## src/core/i2c_slave_cfg.svh

```systemverilog
`ifndef I2C_SLAVE_CFG_SVH
`define I2C_SLAVE_CFG_SVH

// Register byte offsets on the AXI4-Lite bus
`define OFS_CTRL 4'h0
`define OFS_STAT 4'h4
`define OFS_ADDR 4'h8
`define OFS_DATA 4'hC
`define OFS_TOUT 5'h10

// module_control_reg fields
`define CTRL_MODE_HI 7
`define CTRL_MODE_LO 5
`define CTRL_DEB_HI 3
`define CTRL_DEB_LO 2
`define CTRL_EN 1
`define CTRL_RESET 8'hE0
`define MODE_I2C_SLAVE 3'h6

// bus_status_control fields
`define ST_DONE 7
`define ST_MATCH 6
`define ST_BUSY 5
`define ST_TX 4
`define ST_ACKOUT 3
`define ST_DIR 2
`define ST_WAKE 1
`define ST_ACKIN 0
`define STAT_RESET 8'h81

// Timeout register: bit 6 is the sticky timeout flag
`define TOUT_FLAG 6

// Debounce lengths in system clocks
`define DEB_SHORT 3'h2
`define DEB_LONG 3'h4

`define AXI_OKAY 2'h0
`define AXI_SLVERR 2'h2

`endif

```

## src/core/i2c_slave_pkg.sv

```systemverilog
package i2c_slave_pkg;

  // Bit engine states
  typedef enum logic [5:0] {
    ST_IDLE = 6'h01,
    ST_ADDR = 6'h02,
    ST_AACK = 6'h04,
    ST_HOLD = 6'h08,
    ST_DATA = 6'h10,
    ST_DACK = 6'h20
  } engine_state_t;

endpackage : i2c_slave_pkg

```

## src/core/axil_regs.sv

```systemverilog
`timescale 1ns/100ps
`include "i2c_slave_cfg.svh"

// ============================================================
// AXI4-Lite slave front end: one write and one read at a time
// ============================================================
module axil_regs (
  // Clock and reset
  input wire logic mclk,
  input wire logic rstn,
  // Write address and data
  input wire logic [4:0] awaddr,
  input wire logic awvalid,
  output logic awready,
  input wire logic [31:0] wdata,
  input wire logic [3:0] wstrb,
  input wire logic wvalid,
  output logic wready,
  // Write response
  output logic [1:0] bresp,
  output logic bvalid,
  input wire logic bready,
  // Read address and data
  input wire logic [4:0] araddr,
  input wire logic arvalid,
  output logic arready,
  output logic [31:0] rdata,
  output logic [1:0] rresp,
  output logic rvalid,
  input wire logic rready,
  // Core side
  output logic wr_stb,
  output logic [4:0] wr_addr,
  output logic [7:0] wr_data,
  output logic rd_stb,
  output logic [4:0] rd_addr,
  input wire logic [7:0] rd_data,
  input wire logic rd_ok,
  input wire logic wr_ok
);

  logic aw_held;
  logic w_held;
  logic [4:0] aw_q;
  logic [7:0] w_q;
  logic w_lane;

  // Address and data are taken in either order, then acted on once
  assign awready = !aw_held && !bvalid;
  assign wready = !w_held && !bvalid;
  assign wr_stb = aw_held && w_held && !bvalid;
  assign wr_addr = aw_q;
  assign wr_data = w_q;
  assign arready = !rvalid;
  assign rd_stb = arvalid && !rvalid;
  assign rd_addr = araddr;

  // Write path; byte lane 0 strobe is recorded, but a write without it still goes ahead
  always_ff @(posedge mclk or negedge rstn) begin
    if (!rstn) begin
      aw_held <= 1'b0;
      w_held <= 1'b0;
      aw_q <= 5'h00;
      w_q <= 8'h00;
      w_lane <= 1'b0;
      bvalid <= 1'b0;
      bresp <= `AXI_OKAY;
    end else begin
      if (awvalid && awready) begin
        aw_held <= 1'b1;
        aw_q <= awaddr;
      end
      if (wvalid && wready) begin
        w_held <= 1'b1;
        w_q <= wdata[7:0];
        w_lane <= wstrb[0];
      end
      if (wr_stb) begin
        aw_held <= 1'b0;
        w_held <= 1'b0;
        bvalid <= 1'b1;
        bresp <= wr_ok ? `AXI_OKAY : `AXI_SLVERR;
      end else if (bvalid && bready) begin
        bvalid <= 1'b0;
      end
    end
  end

  // Read path: one cycle from address to data
  always_ff @(posedge mclk or negedge rstn) begin
    if (!rstn) begin
      rvalid <= 1'b0;
      rdata <= 32'h0000_0000;
      rresp <= `AXI_OKAY;
    end else if (rd_stb) begin
      rvalid <= 1'b1;
      rdata <= {24'h00_0000, rd_data};
      rresp <= rd_ok ? `AXI_OKAY : `AXI_SLVERR;
    end else if (rvalid && rready) begin
      rvalid <= 1'b0;
    end
  end

  logic unused_lane;
  assign unused_lane = w_lane;

endmodule : axil_regs

```

## src/core/i2c_slave_interface.sv

```systemverilog
// Design decisions made here: the placing of the registers and the AXI4-Lite slave port.
`timescale 1ns/100ps
`include "i2c_slave_cfg.svh"

// ============================================================
// Two-wire slave interface
// ============================================================
// Notes on behaviour
// - Disabled module releases pins, idles logic
// - Enable works only with option strap set
// - Enable rise keeps controls, resets flags
// - Done flag low while shifting, set after byte
// - Match flag follows address comparison
// - Busy set on START, cleared on STOP
// - Transmit select chooses receive or transmit
// - Ack-out control driven on ninth receive clock
// - Bit after address captured as direction
// - Address match wakes device when enabled
// - Master ack sampled on ninth transmit clock
// - Transmitter stops and releases on no-ack
// - Seven-bit address MSB first, compared, interrupt
// - Matched address acknowledged low, flag set
// - Clock held low until data access
// - One interrupt for match, done, timeout; the timeout flag is never set here, so only match and done raise it
// - Active with mode 110 and enable set
// - Own address bits 7..1, bit 0 zero
// - Clock debounce of 0, 2 or 4 clocks
// - Bytes eight bits MSB first, acked low
module i2c_slave_interface (
  // Clock and reset
  input wire logic mclk,
  input wire logic rstn,
  // Configuration option strap
  input wire logic option_enable,
  // AXI4-Lite write address and data
  input wire logic [4:0] awaddr,
  input wire logic awvalid,
  output logic awready,
  input wire logic [31:0] wdata,
  input wire logic [3:0] wstrb,
  input wire logic wvalid,
  output logic wready,
  // AXI4-Lite write response
  output logic [1:0] bresp,
  output logic bvalid,
  input wire logic bready,
  // AXI4-Lite read
  input wire logic [4:0] araddr,
  input wire logic arvalid,
  output logic arready,
  output logic [31:0] rdata,
  output logic [1:0] rresp,
  output logic rvalid,
  input wire logic rready,
  // Bus clock pin (open drain)
  input wire logic scl_in,
  output logic scl_out,
  output logic scl_oe,
  // Bus data pin (open drain)
  input wire logic sda_in,
  output logic sda_out,
  output logic sda_oe,
  // System signals
  output logic bus_irq,
  output logic wake_req,
  output logic low_power
);

  // ==========================================================
  // Registers and bus front end
  // ==========================================================
  logic [7:0] ctrl;
  logic [7:0] stat;
  logic [6:0] own_addr;
  logic [7:0] data_reg;
  logic tout_flag;
  logic wr_stb;
  logic [4:0] wr_addr;
  logic [7:0] wr_data;
  logic rd_stb;
  logic [4:0] rd_addr;
  logic [7:0] rd_data;
  logic rd_ok;
  logic wr_ok;

  axil_regs u_bus (
    .mclk(mclk), .rstn(rstn),
    .awaddr(awaddr), .awvalid(awvalid), .awready(awready),
    .wdata(wdata), .wstrb(wstrb), .wvalid(wvalid), .wready(wready),
    .bresp(bresp), .bvalid(bvalid), .bready(bready),
    .araddr(araddr), .arvalid(arvalid), .arready(arready),
    .rdata(rdata), .rresp(rresp), .rvalid(rvalid), .rready(rready),
    .wr_stb(wr_stb), .wr_addr(wr_addr), .wr_data(wr_data),
    .rd_stb(rd_stb), .rd_addr(rd_addr), .rd_data(rd_data),
    .rd_ok(rd_ok), .wr_ok(wr_ok)
  );

  // Address decode
  wire wr_ctrl = wr_stb && wr_addr == {1'b0, `OFS_CTRL};
  wire wr_stat = wr_stb && wr_addr == {1'b0, `OFS_STAT};
  wire wr_own = wr_stb && wr_addr == {1'b0, `OFS_ADDR};
  wire wr_dat = wr_stb && wr_addr == {1'b0, `OFS_DATA};
  wire wr_tout = wr_stb && wr_addr == `OFS_TOUT;
  wire rd_dat = rd_stb && rd_addr == {1'b0, `OFS_DATA};
  assign wr_ok = wr_ctrl | wr_stat | wr_own | wr_dat | wr_tout;
  assign rd_ok = rd_addr == {1'b0, `OFS_CTRL}
              || rd_addr == {1'b0, `OFS_STAT}
              || rd_addr == {1'b0, `OFS_ADDR}
              || rd_addr == {1'b0, `OFS_DATA}
              || rd_addr == `OFS_TOUT;

  // Read mux; unmapped addresses read zero with an error answer
  assign rd_data =
      (rd_addr == {1'b0, `OFS_CTRL}) ? {ctrl[7:5], 1'b0, ctrl[3:1], 1'b0} :
      (rd_addr == {1'b0, `OFS_STAT}) ? stat :
      (rd_addr == {1'b0, `OFS_ADDR}) ? {own_addr, 1'b0} :
      (rd_addr == {1'b0, `OFS_DATA}) ? data_reg :
      (rd_addr == `OFS_TOUT) ? {1'b0, tout_flag, 6'h00} : 8'h00;

  // Module is live only with strap, mode and enable all set
  wire en_bit = ctrl[`CTRL_EN];
  wire mode_ok = ctrl[`CTRL_MODE_HI:`CTRL_MODE_LO] == `MODE_I2C_SLAVE;
  wire active = option_enable && en_bit && mode_ok;
  assign low_power = !active;

  // Enable rising edge, seen through the effective enable
  logic active_q;
  always_ff @(posedge mclk or negedge rstn) begin
    if (!rstn) active_q <= 1'b0;
    else active_q <= active;
  end
  wire en_rise = active && !active_q;

  // Debounce length select
  wire [1:0] deb_sel = ctrl[`CTRL_DEB_HI:`CTRL_DEB_LO];
  wire [2:0] deb_len = deb_sel[1] ? `DEB_LONG :
                       deb_sel[0] ? `DEB_SHORT : 3'h0;

  // ==========================================================
  // Pin conditioning and bus events
  // ==========================================================
  logic scl_f;
  logic sda_f;
  logic scl_d;
  logic sda_d;

  line_filter u_scl (
    .mclk(mclk), .rstn(rstn), .pin(scl_in),
    .deb_len(deb_len), .level(scl_f)
  );
  line_filter u_sda (
    .mclk(mclk), .rstn(rstn), .pin(sda_in),
    .deb_len(3'h0), .level(sda_f)
  );

  always_ff @(posedge mclk or negedge rstn) begin
    if (!rstn) begin
      scl_d <= 1'b1;
      sda_d <= 1'b1;
    end else begin
      scl_d <= scl_f;
      sda_d <= sda_f;
    end
  end

  wire scl_rise = scl_f && !scl_d;
  wire scl_fall = !scl_f && scl_d;
  wire start_ev = active && scl_f && scl_d && sda_d && !sda_f;
  wire stop_ev = active && scl_f && scl_d && !sda_d && sda_f;

  // ==========================================================
  // Bit engine
  // ==========================================================
  i2c_slave_pkg::engine_state_t state;
  logic [7:0] shreg;
  logic [3:0] bitn;
  logic hold;
  logic sda_low;
  logic in_tx;

  wire addr_hit = shreg[7:1] == own_addr;
  wire tx_mode = stat[`ST_TX];
  wire acc_release = (wr_dat && tx_mode) || (rd_dat && !tx_mode);

  // Sequencer; a new START always restarts address reception
  always_ff @(posedge mclk or negedge rstn) begin
    if (!rstn) begin
      state <= i2c_slave_pkg::ST_IDLE;
      shreg <= 8'h00;
      bitn <= 4'h0;
      hold <= 1'b0;
      sda_low <= 1'b0;
      in_tx <= 1'b0;
    end else if (!active || stop_ev) begin
      state <= i2c_slave_pkg::ST_IDLE;
      hold <= 1'b0;
      sda_low <= 1'b0;
    end else if (start_ev) begin
      state <= i2c_slave_pkg::ST_ADDR;
      bitn <= 4'h0;
      hold <= 1'b0;
      sda_low <= 1'b0;
    end else begin
      case (state)
        i2c_slave_pkg::ST_IDLE: begin
          sda_low <= 1'b0;
        end
        i2c_slave_pkg::ST_ADDR: begin
          if (scl_rise) begin
            shreg <= {shreg[6:0], sda_f};
            bitn <= bitn + 4'h1;
          end
          if (scl_fall && bitn == 4'h8) begin
            bitn <= 4'h0;
            if (addr_hit) begin
              state <= i2c_slave_pkg::ST_AACK;
              sda_low <= 1'b1;
            end else begin
              state <= i2c_slave_pkg::ST_IDLE;
            end
          end
        end
        i2c_slave_pkg::ST_AACK, i2c_slave_pkg::ST_DACK: begin
          if (scl_fall) begin
            sda_low <= 1'b0;
            if (state == i2c_slave_pkg::ST_DACK && in_tx && sda_f) begin
              state <= i2c_slave_pkg::ST_IDLE;
            end else begin
              state <= i2c_slave_pkg::ST_HOLD;
              hold <= 1'b1;
            end
          end
          if (scl_rise && in_tx) begin
            in_tx <= in_tx;
          end
        end
        i2c_slave_pkg::ST_HOLD: begin
          if (acc_release) begin
            hold <= 1'b0;
            state <= i2c_slave_pkg::ST_DATA;
            in_tx <= tx_mode;
            bitn <= 4'h0;
            shreg <= wr_dat ? wr_data : shreg;
            sda_low <= wr_dat && tx_mode && !wr_data[7];
          end
        end
        i2c_slave_pkg::ST_DATA: begin
          if (scl_rise) begin
            if (!in_tx) shreg <= {shreg[6:0], sda_f};
            bitn <= bitn + 4'h1;
          end
          if (scl_fall && in_tx) begin
            shreg <= {shreg[6:0], 1'b0};
            sda_low <= !shreg[6] && bitn != 4'h8;
          end
          if (scl_fall && bitn == 4'h8) begin
            state <= i2c_slave_pkg::ST_DACK;
            bitn <= 4'h0;
            sda_low <= !in_tx && !stat[`ST_ACKOUT];
          end
        end
        default: state <= i2c_slave_pkg::ST_IDLE;
      endcase
    end
  end

  // Open-drain drivers: only ever pull low
  assign sda_out = 1'b0;
  assign scl_out = 1'b0;
  assign sda_oe = active && sda_low;
  assign scl_oe = active && hold;

  // ==========================================================
  // Status flags
  // ==========================================================
  wire addr_done = state == i2c_slave_pkg::ST_ADDR
                   && scl_fall && bitn == 4'h8;
  wire match_ev = addr_done && addr_hit;
  wire data_done = state == i2c_slave_pkg::ST_DATA
                   && scl_fall && bitn == 4'h8;
  wire ack_sample = state == i2c_slave_pkg::ST_DACK && in_tx && scl_rise;
  wire byte_start = state == i2c_slave_pkg::ST_HOLD && acc_release;

  // Flags follow hardware events; software writes only control bits
  always_ff @(posedge mclk or negedge rstn) begin
    if (!rstn) begin
      stat <= `STAT_RESET;
    end else begin
      if (wr_stat) begin
        stat[`ST_TX] <= wr_data[`ST_TX];
        stat[`ST_ACKOUT] <= wr_data[`ST_ACKOUT];
        stat[`ST_WAKE] <= wr_data[`ST_WAKE];
      end
      if (en_rise) begin
        stat[`ST_DONE] <= 1'b1;
        stat[`ST_MATCH] <= 1'b0;
        stat[`ST_BUSY] <= 1'b0;
        stat[`ST_DIR] <= 1'b0;
        stat[`ST_ACKIN] <= 1'b1;
      end else begin
        if (start_ev) stat[`ST_BUSY] <= 1'b1;
        else if (stop_ev) stat[`ST_BUSY] <= 1'b0;
        if (start_ev || byte_start) stat[`ST_DONE] <= 1'b0;
        else if (addr_done || data_done) stat[`ST_DONE] <= 1'b1;
        if (addr_done) begin
          stat[`ST_MATCH] <= addr_hit;
          stat[`ST_DIR] <= shreg[0];
        end else if (byte_start) begin
          stat[`ST_MATCH] <= 1'b0;
        end
        if (ack_sample) stat[`ST_ACKIN] <= sda_f;
      end
    end
  end

  // Data register and timeout flag
  always_ff @(posedge mclk or negedge rstn) begin
    if (!rstn) begin
      data_reg <= 8'h00;
      own_addr <= 7'h00;
      ctrl <= `CTRL_RESET;
      tout_flag <= 1'b0;
    end else begin
      if (wr_dat) data_reg <= wr_data;
      else if (data_done && !in_tx) data_reg <= shreg;
      if (wr_own) own_addr <= wr_data[7:1];
      if (wr_ctrl) ctrl <= wr_data;
      if (wr_tout && !wr_data[`TOUT_FLAG]) tout_flag <= 1'b0;
    end
  end

  // One shared interrupt for match and byte done; the timeout flag ORed in is never set, only cleared
  logic irq_q;
  always_ff @(posedge mclk or negedge rstn) begin
    if (!rstn) irq_q <= 1'b0;
    else irq_q <= active && (match_ev || data_done);
  end
  assign bus_irq = irq_q || tout_flag;

  // Wake on address match while enabled
  assign wake_req = irq_q && stat[`ST_WAKE] && stat[`ST_MATCH];

endmodule : i2c_slave_interface

```

## src/core/line_filter.sv

```systemverilog
`timescale 1ns/100ps
`include "i2c_slave_cfg.svh"

// ============================================================
// Pin synchroniser with optional debounce
// ============================================================
module line_filter (
  // Clock and reset
  input wire logic mclk,
  input wire logic rstn,
  // Raw pin and debounce length
  input wire logic pin,
  input wire logic [2:0] deb_len,
  // Filtered level
  output logic level
);

  logic s1;
  logic s2;
  logic s3;
  logic [2:0] cnt;

  // Three-flop chain; only s2 and s3 are compared
  always_ff @(posedge mclk or negedge rstn) begin
    if (!rstn) begin
      s1 <= 1'b1;
      s2 <= 1'b1;
      s3 <= 1'b1;
    end else begin
      s1 <= pin;
      s2 <= s1;
      s3 <= s2;
    end
  end

  // A new level must stand deb_len clocks before it is passed on
  always_ff @(posedge mclk or negedge rstn) begin
    if (!rstn) begin
      cnt <= 3'h0;
      level <= 1'b1;
    end else if (s2 != s3 || s3 == level) begin
      cnt <= 3'h0;
    end else if (cnt >= deb_len) begin
      level <= s3;
      cnt <= 3'h0;
    end else begin
      cnt <= cnt + 3'h1;
    end
  end

endmodule : line_filter

```

## config.mk

```make
export PLATFORM = sky130hd
export DESIGN_NAME = i2c_slave_interface
export DESIGN_NICKNAME = d
export VERILOG_FILES = /design/src/core/i2c_slave_pkg.sv /design/src/core/axil_regs.sv /design/src/core/i2c_slave_interface.sv /design/src/core/line_filter.sv
export VERILOG_INCLUDE_DIRS = /design/src /design/src/core
export SDC_FILE = /design/constraint.sdc
export NUM_CORES = 1
export LEC_CHECK = 0
export BUFFER_PORTS_ARGS = -buffer_cell sky130_fd_sc_hd__clkbuf_2
export CORE_UTILIZATION = 59
export DETAILED_ROUTE_END_ITERATION = 10
export PLACE_DENSITY = 0.86
export SLEW_MARGIN = 20
export SYNTH_ARGS = -nofsm -noshare
export SYNTH_HDL_FRONTEND = slang
export SYNTH_SLANG_ARGS = --single-unit
```

## constraint.sdc

```tcl
create_clock -name mclk -period 4.05 [get_ports mclk]
set_input_delay 0.405 -clock mclk [delete_from_list [all_inputs] [get_ports mclk]]
set_output_delay 0.405 -clock mclk [all_outputs]
set_load 0.01 [all_outputs]
```

* Word-level counts from Yosys, hierarchy flattened
Cells that the tools add are included.
** Operators by class
- $add $sub $neg :: 3
- Magnitude comparators :: 2
- Eq/ne operators :: 37
- Mux-type cells :: 69
- Bitwise operators :: 8
- Reduce and logical (&&, ||, !) cells :: 100
** Operator list (count)
- 2-to-1 mux 8 bit :: 12
- logical AND 1 bit :: 48
- 2-to-1 mux 6 bit :: 6
- 2-to-1 mux 1 bit :: 31
- case mux 6 bit (5 select lines) :: 1
- inequality test 4 bit (second input constant) :: 7
- case mux 8 bit (3 select lines) :: 1
- 2-to-1 mux 3 bit :: 7
- equality test 5 x 4 -> 1 bit (second input constant) :: 4
- 2-to-1 mux 4 bit :: 5
- zero test 1 bit :: 15
- nonzero test 3 bit :: 5
- nonzero test 2 bit :: 7
- inequality test 3 bit (second input constant) :: 4
- AND reduction 4 bit :: 3
- logical OR 1 bit :: 11
- equality test 5 x 3 -> 1 bit (second input constant) :: 2
- equality test 5 bit (second input constant) :: 2
- zero test 5 bit :: 2
- case mux 4 bit (2 select lines) :: 1
- AND reduction 8 bit :: 1
- equality test 7 bit :: 1
- nonzero test 7 bit :: 1
- adder 3 x 1 -> 3 bit (second input constant) :: 2
- other kinds (26) :: 40
** Word-level totals
- Bits in registers :: 99
- Input port bits :: 56
- Output and inout bits :: 48
- Logic and storage cells :: 257

* Longest topological paths before layout
Gate-level depths: netlist (run 1).
- Depth in word-level cells :: 9
- Depth in mapped cells :: 8
- Gate-level depth less buffers :: 7

* By module
From an unflattened synthesis (run 1), not the netlist that was laid out.
** Second synthesis, totals
- Cells, all modules :: 484
- Area, all modules :: 5218.8 sq um
** Modules (own cells, without submodules)
- i2c_slave_interface :: times used 1, cells each 323, area an instance 3195.6 sq um, sequential area each 1361.3 sq um
- axil_regs :: times used 1, cells each 101, area an instance 1305.0 sq um, sequential area each 675.6 sq um
- line_filter :: times used 2, cells each 30, area an instance 359.1 sq um, sequential area each 180.2 sq um

* Least setup slack after synthesis (run 1)
Ideal clock, no wire load.
- Kind :: register -> register
- Start point :: register state[3]
- End point :: register shreg[0]
- Setup time :: 0.125 ns
- Arrival :: 2.047 ns
- Data required time :: 3.925 ns
- Slack :: 1.878 ns
- Stages on the path, launching flop included :: 8
- Path buffers :: 2
- Clock period less this slack :: 2.172 ns
- Path through :: dfrtp_1 > buf_6 > or4_4 > nor3b_4 > a21oi_2 > o2111a_1 > buf_6 > mux2_4
** Between the ends
- Longest elaborated chain between the ends :: 3
- Elaborated cells on any way between the ends :: 11
- Classes of those cells :: 8 x eq/ne; 1 x mux; 2 x reduce/logical
** Ends and longest elaborated chain
- start, declared :: line i2c_slave_interface.sv:174 : i2c_slave_pkg::engine_state_t state;
- start signal, assigned :: line i2c_slave_interface.sv:188 : state <= i2c_slave_pkg::ST_IDLE;
- start signal, assigned :: line i2c_slave_interface.sv:195 : state <= i2c_slave_pkg::ST_IDLE;
- start signal, assigned :: line i2c_slave_interface.sv:199 : state <= i2c_slave_pkg::ST_ADDR;
- equality test 6 x 5 -> 1 bit (tied with other cells) :: line i2c_slave_interface.sv:204 : case (state)
- inequality test 3 bit (no source line) (tied with other cells)
- AND reduction 8 bit (no source line)
- end signal, assigned :: line i2c_slave_interface.sv:210 : shreg <= {shreg[6:0], sda_f};
- end signal, assigned :: line i2c_slave_interface.sv:243 : shreg <= wr_dat ? wr_data : shreg;
- end signal, assigned :: line i2c_slave_interface.sv:249 : if (!in_tx) shreg <= {shreg[6:0], sda_f};
- end, declared :: line i2c_slave_interface.sv:175 : logic [7:0] shreg;
Several ways; a longest one is shown, not always the timed one.
A chain may end at the register's enable or synchronous reset.

* Worst setup path in the final report (run 1)
- Start point :: register u_bus.bvalid
- End point :: register shreg[7]
** Between the ends
- Longest elaborated chain between the ends :: 7
- Elaborated cells on any way between the ends :: 8
- Classes of those cells :: 2 x eq/ne; 6 x reduce/logical
** Ends and longest elaborated chain
- start, declared :: line axil_regs.sv:21 : output logic bvalid,
- start signal, assigned :: line axil_regs.sv:66 : bvalid <= 1'b0;
- start signal, assigned :: line axil_regs.sv:81 : bvalid <= 1'b1;
- start signal, assigned :: line axil_regs.sv:84 : bvalid <= 1'b0;
- zero test 1 bit * :: line axil_regs.sv:51 : assign wr_stb = aw_held && w_held && !bvalid;
- logical AND 1 bit * :: line axil_regs.sv:51
- logical AND 1 bit * :: line i2c_slave_interface.sv:102 : wire wr_dat = wr_stb && wr_addr == {1'b0, `OFS_DATA};
- logical AND 1 bit :: line i2c_slave_interface.sv:183 : wire acc_release = (wr_dat && tx_mode) || (rd_dat && !tx_mode);
- logical OR 1 bit :: line i2c_slave_interface.sv:183
- inequality test 2 bit (no source line)
- AND reduction 8 bit (no source line) *
Every way passes the cells marked *; elsewhere a longest branch is shown, timed or not.

==> results of run 1 <==
-- final timing paths --
check / from / end / slack, ns
worst max-delay path: u_bus.bvalid$_DFFE_PN0P_ / shreg[7]$_DFFE_PN0P_ / 1.40
worst min-delay path: rstn / bitn[3]$_DFFE_PN0P_ / 0.11
worst max register to register: u_bus.bvalid$_DFFE_PN0P_ / shreg[7]$_DFFE_PN0P_ / 1.40
worst min register to register: u_scl.s1$_DFF_PN1_ / u_scl.s2$_DFF_PN1_ / 0.36
max in group asynchronous: rstn / ctrl[5]$_DFFE_PN1P_ / 3.03
min in group mclk: sda_in / u_sda.s1$_DFF_PN1_ / 0.11
-- Yosys cell counts (3+ instances only) --
library cell / number / area [um^2]
sky130_fd_sc_hd__a21oi_1: 14 / 70.1
sky130_fd_sc_hd__nand4_1: 3 / 18.8
sky130_fd_sc_hd__mux4_2: 6 / 135
sky130_fd_sc_hd__mux2_4: 8 / 120
sky130_fd_sc_hd__nand2b_1: 4 / 25.0
sky130_fd_sc_hd__o21ai_0: 21 / 105
sky130_fd_sc_hd__mux2i_1: 9 / 90.1
sky130_fd_sc_hd__a21boi_0: 3 / 22.5
sky130_fd_sc_hd__a21o_1: 6 / 45.0
sky130_fd_sc_hd__a22o_1: 9 / 78.8
sky130_fd_sc_hd__ha_1: 5 / 62.6
sky130_fd_sc_hd__nor3_1: 5 / 25.0
sky130_fd_sc_hd__xnor2_1: 10 / 87.6
sky130_fd_sc_hd__nand2_1: 51 / 191
sky130_fd_sc_hd__clkbuf_1: 12 / 45.0
sky130_fd_sc_hd__nand3_1: 12 / 60.1
sky130_fd_sc_hd__a31oi_1: 3 / 18.8
sky130_fd_sc_hd__o211ai_1: 4 / 30.0
sky130_fd_sc_hd__inv_1: 16 / 60.1
sky130_fd_sc_hd__nor2b_1: 6 / 37.5
sky130_fd_sc_hd__or3_1: 6 / 37.5
sky130_fd_sc_hd__nor4_1: 3 / 18.8
sky130_fd_sc_hd__o21ai_1: 10 / 50.1
sky130_fd_sc_hd__dfstp_2: 16 / 420
sky130_fd_sc_hd__and3_1: 8 / 50.1
sky130_fd_sc_hd__buf_4: 29 / 218
sky130_fd_sc_hd__mux2_2: 28 / 315
sky130_fd_sc_hd__nor2_1: 24 / 90.1
sky130_fd_sc_hd__nand3b_1: 6 / 45.0
sky130_fd_sc_hd__dfrtp_1: 76 / 1900
-- worst reg2reg max path: cells and delay by family, from the launching register on --
family / cells / cell delay (ns)
AOI/OAI and AO/OA: 1 / 0.52
muxes: 1 / 0.35
and+or+nand+nor: 3 / 1.23
DFF: 1 / 0.44
-- cell families (layout without fill, tap and decap cells) --
logic type / count (synthesis) / after routing / synth area share [%]
buffers and inverters: 61 / 80 / 7.37
muxes: 51 / 51 / 13.7
xor gates and xnor gates: 12 / 12 / 2.18
adders and majority gates: 6 / 6 / 1.50
other: 1 / 28 / 0.0778
AOI/OAI and AO/OA: 88 / 88 / 12.1
DFF: 92 / 92 / 48.2
and+or+nand+nor: 140 / 140 / 14.9
-- metrics by stage --
step	worst slack [ns]	total power, W
CTS	1.44	0.00261
floorplan	1.88	0.00174
global placement	1.50	0.00190
global route	1.27	0.00275
finish	1.40	0.00261
detailed placement	1.46	0.00195
-- area by class of cell --
| type | instances | share of cell area [%] |
|---|---|---|
| flip-flops and latches | 92 | 44.5 |
| well taps | 102 | 2.44 |
| clock buffers | 9 | 2.37 |
| inverters | 16 | 1.15 |
| multi-input cells | 325 | 43.0 |
| repair buffers | 49 | 4.84 |
| clock inverters | 6 | 1.68 |
-- routing by layer --
metal | routed length [um] | vias up
met4 | 248 | 0
met5 | 0 | -
li1 | - | 1625
met3 | 803 | 23
met1 | 4300 | 1713
met2 | 4860 | 197
-- power groups by stage --
stage	registers, W	logic, W	clock network (W)
5_1_grt	0.00139	0.000654	0.000715
2_1_floorplan	0.00129	0.000456	0
3_3_place_gp	0.00134	0.000559	0
6_report	0.00135	0.000589	0.000668
4_1_cts	0.00134	0.000593	0.000677
3_5_place_dp	0.00136	0.000590	0
==> summary.json, run 1 <==
{
  "power_density": {"value": 499, "unit": "nW/um^2"},
  "worst-endpoint-required": {"value": 4.31, "unit": "ns"},
  "post_synthesis_cell_count": {"value": 451},
  "ctsHoldBuffers": {"value": 0},
  "io_buffer_count": {"value": 47},
  "numClockSinks": {"value": 92},
  "dp.cells": {"value": 584},
  "critical_path_arrival": {"value": 2.90, "unit": "ns"},
  "final-hold-violation-count": {"value": 0},
  "multiInputGateArea": {"value": 2250, "unit": "um^2"},
  "max_stage_delay": {"value": 0.61, "unit": "ns"},
  "crit_path_max_fanout": {"value": 8},
  "ant_nets": {"value": 0},
  "ios": {"value": 104},
  "internal_power": {"value": 0.00177, "unit": "W"},
  "drt-total-wl": {"value": 10.2, "unit": "mm"},
  "layout.cell_area.non_filler": {"value": 5220, "unit": "um^2"},
  "final_setup_skew": {"value": 0.0137, "unit": "ns"},
  "placementRows": {"value": 32},
  "dp.final_hpwl": {"value": 7.48, "unit": "mm"},
  "share_clk_of_total_power": {"value": 25.6, "unit": "%"},
  "postPlaceCellArea": {"value": 5010, "unit": "um^2"},
  "seqCellArea": {"value": 2320, "unit": "um^2"},
  "setup-violations-final": {"value": 0},
  "criticalPathCategory": {"value": "reg -> reg"},
  "syn_avg_cell_area": {"value": 10.7, "unit": "um^2"},
  "critPathCaptureType": {"value": "register"},
  "ys_types": {"value": 61},
  "maxCapViolations": {"value": 0},
  "fp.dieArea": {"value": 8540, "unit": "um^2"},
  "detail_route.iter0.violations": {"value": 315},
  "final_layout_size_suffix_gt1_share": {"value": 26.0, "unit": "%"},
  "gr-usage-met1": {"value": 34.6, "unit": "%"},
  "number_of_antenna_violations_at_the_first_check_in_global_routing": {"value": 0},
  "drc": {"value": 0},
  "synthesis.area": {"value": 4820, "unit": "um^2"},
  "worst_pin_slew": {"value": 1.09, "unit": "ns"},
  "grtUsageTotal": {"value": 26.6, "unit": "%"},
  "via_per_instance_ratio": {"value": 5.94},
  "post-cts-setup-buffer-count": {"value": 0},
  "count_of_tritonroute_iterations_in_the_first_routing_pass": {"value": 5},
  "worstPathCellList": {"value": "nand3b_1 -> nor4_1 -> or3_1 -> o2111a_1 -> mux2_4"},
  "status": {"value": "complete, no violations"},
  "grt_pass1_wl": {"value": 17.3, "unit": "mm"},
  "unrepaired_setup_endpoints_after_global_routing": {"value": "false"},
  "ys.flop_type": {"value": "sky130_fd_sc_hd__dfrtp_1"},
  "layout_commonest_cell": {"value": "sky130_fd_sc_hd__dfrtp_1"},
  "globalRouteMet3Util": {"value": 5.58, "unit": "%"},
  "busiest_layer": {"value": "met2"},
  "wl_per_cell": {"value": 17.1, "unit": "um"},
  "finalHoldWorstSlack": {"value": 0.107, "unit": "ns"},
  "die-width": {"value": 92.4, "unit": "um"},
  "finish.net_count": {"value": 554},
  "syn_to_final_growth": {"value": 8.25, "unit": "%"},
  "synth_enable_flop_cells": {"value": 0},
  "synth_sequential_area_ratio": {"value": 48.2, "unit": "%"},
  "worst_min_path_class": {"value": "in -> async"},
  "maxSlewViolCount": {"value": 0},
  "cts_tree": {"value": "built"},
  "cpLargestDelayFamily": {"value": "simple AND/OR/NAND/NOR gates"},
  "fill_cells": {"value": 607},
  "global_route.usage.met2": {"value": 43.0, "unit": "%"},
  "r2r_cells": {"value": 5},
  "maxSlewHeadroom": {"value": 26.4, "unit": "%"},
  "timing.critical_path.slowest_stage_cell": {"value": "sky130_fd_sc_hd__nor4_1"},
  "power_frac_seq": {"value": 51.8, "unit": "%"},
  "num_vias": {"value": 3558},
  "fp.dieH": {"value": 92.4, "unit": "um"},
  "cts.path.max_buffers": {"value": 2},
  "gp_routability_congestion": {"value": 0.954},
  "final_core_utilization": {"value": 66.9, "unit": "%"},
  "power.static_leakage": {"value": 2.43, "unit": "nW"},
  "floorplan.initialDensity": {"value": 61.8, "unit": "%"},
  "layout_common_cells": {"value": "76 x sky130_fd_sc_hd__dfrtp_1, 51 x sky130_fd_sc_hd__nand2_1, 46 x sky130_fd_sc_hd__clkbuf_2, 28 x sky130_fd_sc_hd__mux2_2, 28 x sky130_fd_sc_hd__conb_1"},
  "netSwitchingFraction": {"value": 32.2, "unit": "%"},
  "asyncSetResetFlopFracSynth": {"value": 100, "unit": "%"},
  "clock_latency": {"value": 0.37, "unit": "ns"},
  "insertedDiodeCount": {"value": 0},
  "ys_ff_latch": {"value": 92},
  "finalWorstPathRequiredPeriod": {"value": 2.65, "unit": "ns"},
  "grt_overflow": {"value": 0},
  "cts_root_buffer": {"value": "sky130_fd_sc_hd__clkbuf_8"},
  "pin_count_of_the_biggest_net_entering_global_routing": {"value": 63},
  "post_cts_resize_count": {"value": 0},
  "p_switching": {"value": 0.000839, "unit": "W"},
  "final_min_period_over_clock_period": {"value": 65.3, "unit": "%"},
  "worst_ir_drop_vdd": {"value": 380, "unit": "uV"},
  "core-area": {"value": 7810, "unit": "um^2"},
  "cts_buf_count": {"value": 9},
  "cts.htree.levels": {"value": 3},
  "combinationalPowerShare": {"value": 22.6, "unit": "%"},
  "fmaxAchievable": {"value": 0.378, "unit": "GHz"},
  "critical_path_depth": {"value": 5},
  "final_cells": {"value": 599},
  "worst_setup_hold_path_clk_slew": {"value": 0.09, "unit": "ns"},
  "critical_path_buf_inv_count": {"value": 0},
  "timing.setup.tns": {"value": 0, "unit": "ns"},
  "cp-start-kind": {"value": "register"},
  "vias_in_the_first_global_route": {"value": 3513},
  "yosysWarningCount": {"value": 0}
}
(Power assumes the default switching activity.)
==> inputs of run 2 (changes only) <==
Settings changed: CORE_UTILIZATION 59 to 55, PLACE_DENSITY 0.86 to 0.81.
Clock period 4.05 ns to 2.71 ns, I/O delays scaled along.
==> summary.json, run 2 (same netlist as run 1, synthesis figures left out) <==
{
  "power_density": {"value": 707, "unit": "nW/um^2", "change": "+41%"},
  "power_frac_seq": {"value": 53.6, "unit": "%", "change": "+1.8 points"},
  "gp_routability_congestion": {"value": 0.919, "change": "-3.7%"},
  "critical_path_arrival": {"value": 2.63, "unit": "ns", "change": "-0.27 ns"},
  "wl_per_cell": {"value": 16.3, "unit": "um", "change": "-4.4%"},
  "worst_min_path_class": {"value": "in -> reg"},
  "worst_ir_drop_vdd": {"value": 663, "unit": "uV", "change": "+75%"},
  "multiInputGateArea": {"value": 2250, "unit": "um^2", "change": "unchanged"},
  "terminating_pin_of_the_worst_hold_path": {"value": "u_bus.rvalid$_DFFE_PN0P_"},
  "placementRows": {"value": 33, "change": "+3.1%"},
  "worstSetupStartpoint": {"value": "ctrl[6]$_DFFE_PN1P_"},
  "cts_root_buffer": {"value": "sky130_fd_sc_hd__clkbuf_8"},
  "post-cts-setup-buffer-count": {"value": 0, "change": "unchanged"},
  "post_cts_resize_count": {"value": 0, "change": "unchanged"},
  "critical_path_depth": {"value": 6, "change": "+1"},
  "fmaxAchievable": {"value": 0.415, "unit": "GHz", "change": "+9.9%"},
  "maxSlewViolCount": {"value": 0, "change": "unchanged"},
  "dp.cells": {"value": 600, "change": "+2.7%"},
  "maxCapViolations": {"value": 0, "change": "unchanged"},
  "criticalPathCategory": {"value": "reg -> reg"},
  "final_layout_size_suffix_gt1_share": {"value": 27.6, "unit": "%", "change": "+1.7 points"},
  "unrepaired_setup_endpoints_after_global_routing": {"value": "false"},
  "ctsHoldBuffers": {"value": 3, "change": "+3"},
  "via_per_instance_ratio": {"value": 5.80, "change": "-2.3%"},
  "insertedDiodeCount": {"value": 0, "change": "unchanged"},
  "internal_power": {"value": 0.00250, "unit": "W", "change": "+41%"},
  "worst_setup_hold_path_clk_slew": {"value": 0.09, "unit": "ns", "change": "about the same"},
  "critical_path_buf_inv_count": {"value": 1, "change": "+1"},
  "final_min_period_over_clock_period": {"value": 88.8, "unit": "%", "change": "+24 points"},
  "status": {"value": "complete, no violations"},
  "worst_pin_slew": {"value": 0.764, "unit": "ns", "change": "-0.329 ns"},
  "ios": {"value": 104, "change": "unchanged"},
  "worstPathCellList": {"value": "nand4b_1 -> nor2_1 -> inv_1 -> a21oi_1 -> a21boi_1 -> a31oi_1"},
  "drt-total-wl": {"value": 10.1, "unit": "mm", "change": "-1.2%"},
  "final_setup_skew": {"value": 0.0157, "unit": "ns", "change": "+0.00206 ns"},
  "die-width": {"value": 95.6, "unit": "um", "change": "+3.5%"},
  "timing.setup.tns": {"value": 0, "unit": "ns", "change": "unchanged"},
  "preCtsSetupSlack": {"value": 0.350, "unit": "ns", "change": "-1.11 ns"},
  "syn_to_final_growth": {"value": 10.5, "unit": "%"},
  "p_switching": {"value": 0.00127, "unit": "W", "change": "+52%"},
  "detail_route.iter0.violations": {"value": 303, "change": "-3.8%"},
  "seqCellArea": {"value": 2320, "unit": "um^2", "change": "unchanged"},
  "worst-endpoint-required": {"value": 2.94, "unit": "ns", "change": "-1.37 ns"},
  "drc": {"value": 0, "change": "unchanged"},
  "final_critical_path_setup_slack": {"value": 0.303, "unit": "ns", "change": "-1.10 ns"},
  "combinationalPowerShare": {"value": 23.8, "unit": "%", "change": "+1.2 points"},
  "layout_common_cells": {"value": "76 x sky130_fd_sc_hd__dfrtp_1, 51 x sky130_fd_sc_hd__nand2_1, 46 x sky130_fd_sc_hd__clkbuf_2, 28 x sky130_fd_sc_hd__mux2_2, 28 x sky130_fd_sc_hd__conb_1"},
  "count_of_tritonroute_iterations_in_the_first_routing_pass": {"value": 5, "change": "unchanged"},
  "numClockSinks": {"value": 92, "change": "unchanged"},
  "cp-start-kind": {"value": "register"},
  "max_stage_delay": {"value": 0.58, "unit": "ns", "change": "-0.03 ns"},
  "finish.net_count": {"value": 570, "change": "+2.9%"},
  "finalWorstPathRequiredPeriod": {"value": 2.41, "unit": "ns", "change": "-0.238 ns"},
  "final_cells": {"value": 619, "change": "+3.3%"},
  "reg2reg_from": {"value": "ctrl[6]$_DFFE_PN1P_"},
  "cts.path.max_buffers": {"value": 2, "change": "unchanged"},
  "grt_overflow": {"value": 0, "change": "unchanged"},
  "cts_tree": {"value": "built"},
  "vias_in_the_first_global_route": {"value": 3473, "change": "-1.1%"},
  "number_of_antenna_violations_at_the_first_check_in_global_routing": {"value": 0, "change": "unchanged"},
  "worst-r2r-setup-slack": {"value": 0.30, "unit": "ns", "change": "-1.10 ns"},
  "fill_cells": {"value": 677, "change": "+12%"},
  "pin_count_of_the_biggest_net_entering_global_routing": {"value": 92, "change": "+46%"},
  "power.total": {"value": 0.00377, "unit": "W", "change": "+44%"},
  "power.static_leakage": {"value": 2.48, "unit": "nW", "change": "+2.0%"},
  "clock_latency": {"value": 0.37, "unit": "ns", "change": "about the same"},
  "fp.dieArea": {"value": 9150, "unit": "um^2", "change": "+7.1%"},
  "hold_start": {"value": "rready"},
  "fp.dieH": {"value": 95.6, "unit": "um", "change": "+3.5%"},
  "netSwitchingFraction": {"value": 33.7, "unit": "%", "change": "+1.6 points"},
  "share_clk_of_total_power": {"value": 22.6, "unit": "%", "change": "-3.0 points"},
  "grtUsageTotal": {"value": 24.4, "unit": "%", "change": "-2.1 points"},
  "num_vias": {"value": 3592, "change": "+0.96%"},
  "cpLargestDelayFamily": {"value": "compound AO/OA/AOI/OAI gates"},
  "crit_path_max_fanout": {"value": 7, "change": "-1"},
  "grt_pass1_wl": {"value": 16.7, "unit": "mm", "change": "-3.1%"},
  "setup-violations-final": {"value": 0, "change": "unchanged"},
  "critPathCaptureType": {"value": "register"},
  "timing.critical_path.slowest_stage_cell": {"value": "sky130_fd_sc_hd__dfstp_2"},
  "core-area": {"value": 8340, "unit": "um^2", "change": "+6.8%"},
  "maxSlewHeadroom": {"value": 48.6, "unit": "%", "change": "+22 points"},
  "timing.hold.worst_path_depth": {"value": 2},
  "floorplan.initialDensity": {"value": 57.8, "unit": "%", "change": "-3.9 points"},
  "ant_nets": {"value": 0, "change": "unchanged"},
  "r2r_cells": {"value": 6, "change": "+1"},
  "layout_commonest_cell": {"value": "sky130_fd_sc_hd__dfrtp_1"},
  "r2r_end": {"value": "bitn[2]$_DFFE_PN0P_"},
  "final-hold-violation-count": {"value": 0, "change": "unchanged"},
  "cts.htree.levels": {"value": 3, "change": "unchanged"},
  "io_buffer_count": {"value": 47, "change": "unchanged"},
  "dp.final_hpwl": {"value": 7.36, "unit": "mm", "change": "-1.7%"},
  "cts_buf_count": {"value": 9, "change": "unchanged"}
}
==> run 2: how the worst max path moves through the flow <==
stage,endpoint
floorplan,shreg[0]$_DFFE_PN0P_
global placement,shreg[3]$_DFFE_PN0P_
detailed placement,bitn[2]$_DFFE_PN0P_
CTS,bitn[2]$_DFFE_PN0P_
global route,bitn[2]$_DFFE_PN0P_
finish,bitn[2]$_DFFE_PN0P_
==> run 2: routing by layer <==
metal / vias up / GRT usage [%] / routed length, um
li1: 1667 / - / -
met1: 1745 / 32.1 / 4610
met2: 151 / 39.0 / 4600
met3: 29 / 4.15 / 560
met4: 0 / 12.3 / 321
met5: - / 0 / 0
==> run 2: stage by stage <==
step | hold WS (ns) | utilization [%] | cell area [um^2]
after detailed placement | 0.233 | 61.4 | 5120
final | 0.0739 | 63.9 | 5330
after global routing | 0.0595 | 63.9 | 5330
after floorplan | -0.0246 | - | 4920
after global placement | 0.230 | 61.4 | 5120
after CTS | 0.0699 | 63.9 | 5330
==> run 2: final cells by class <==
cell class / instances / share of cell area, %
tap: 105 / 2.46
inverter: 16 / 1.13
clock inverter: 6 / 0.939
timing repair buffer: 65 / 7.37
multi-input combinational: 325 / 42.1
clock buffer: 10 / 2.39
sequential: 92 / 43.6
==> run 2: power groups by stage <==
stage	registers, W	logic, W	clock network, W
after global routing	0.00206	0.000999	0.000930
after global placement	0.00201	0.000866	0
after floorplan	0.00192	0.000682	0
after detailed placement	0.00203	0.000897	0
final	0.00202	0.000898	0.000850
after CTS	0.00201	0.000908	0.000864
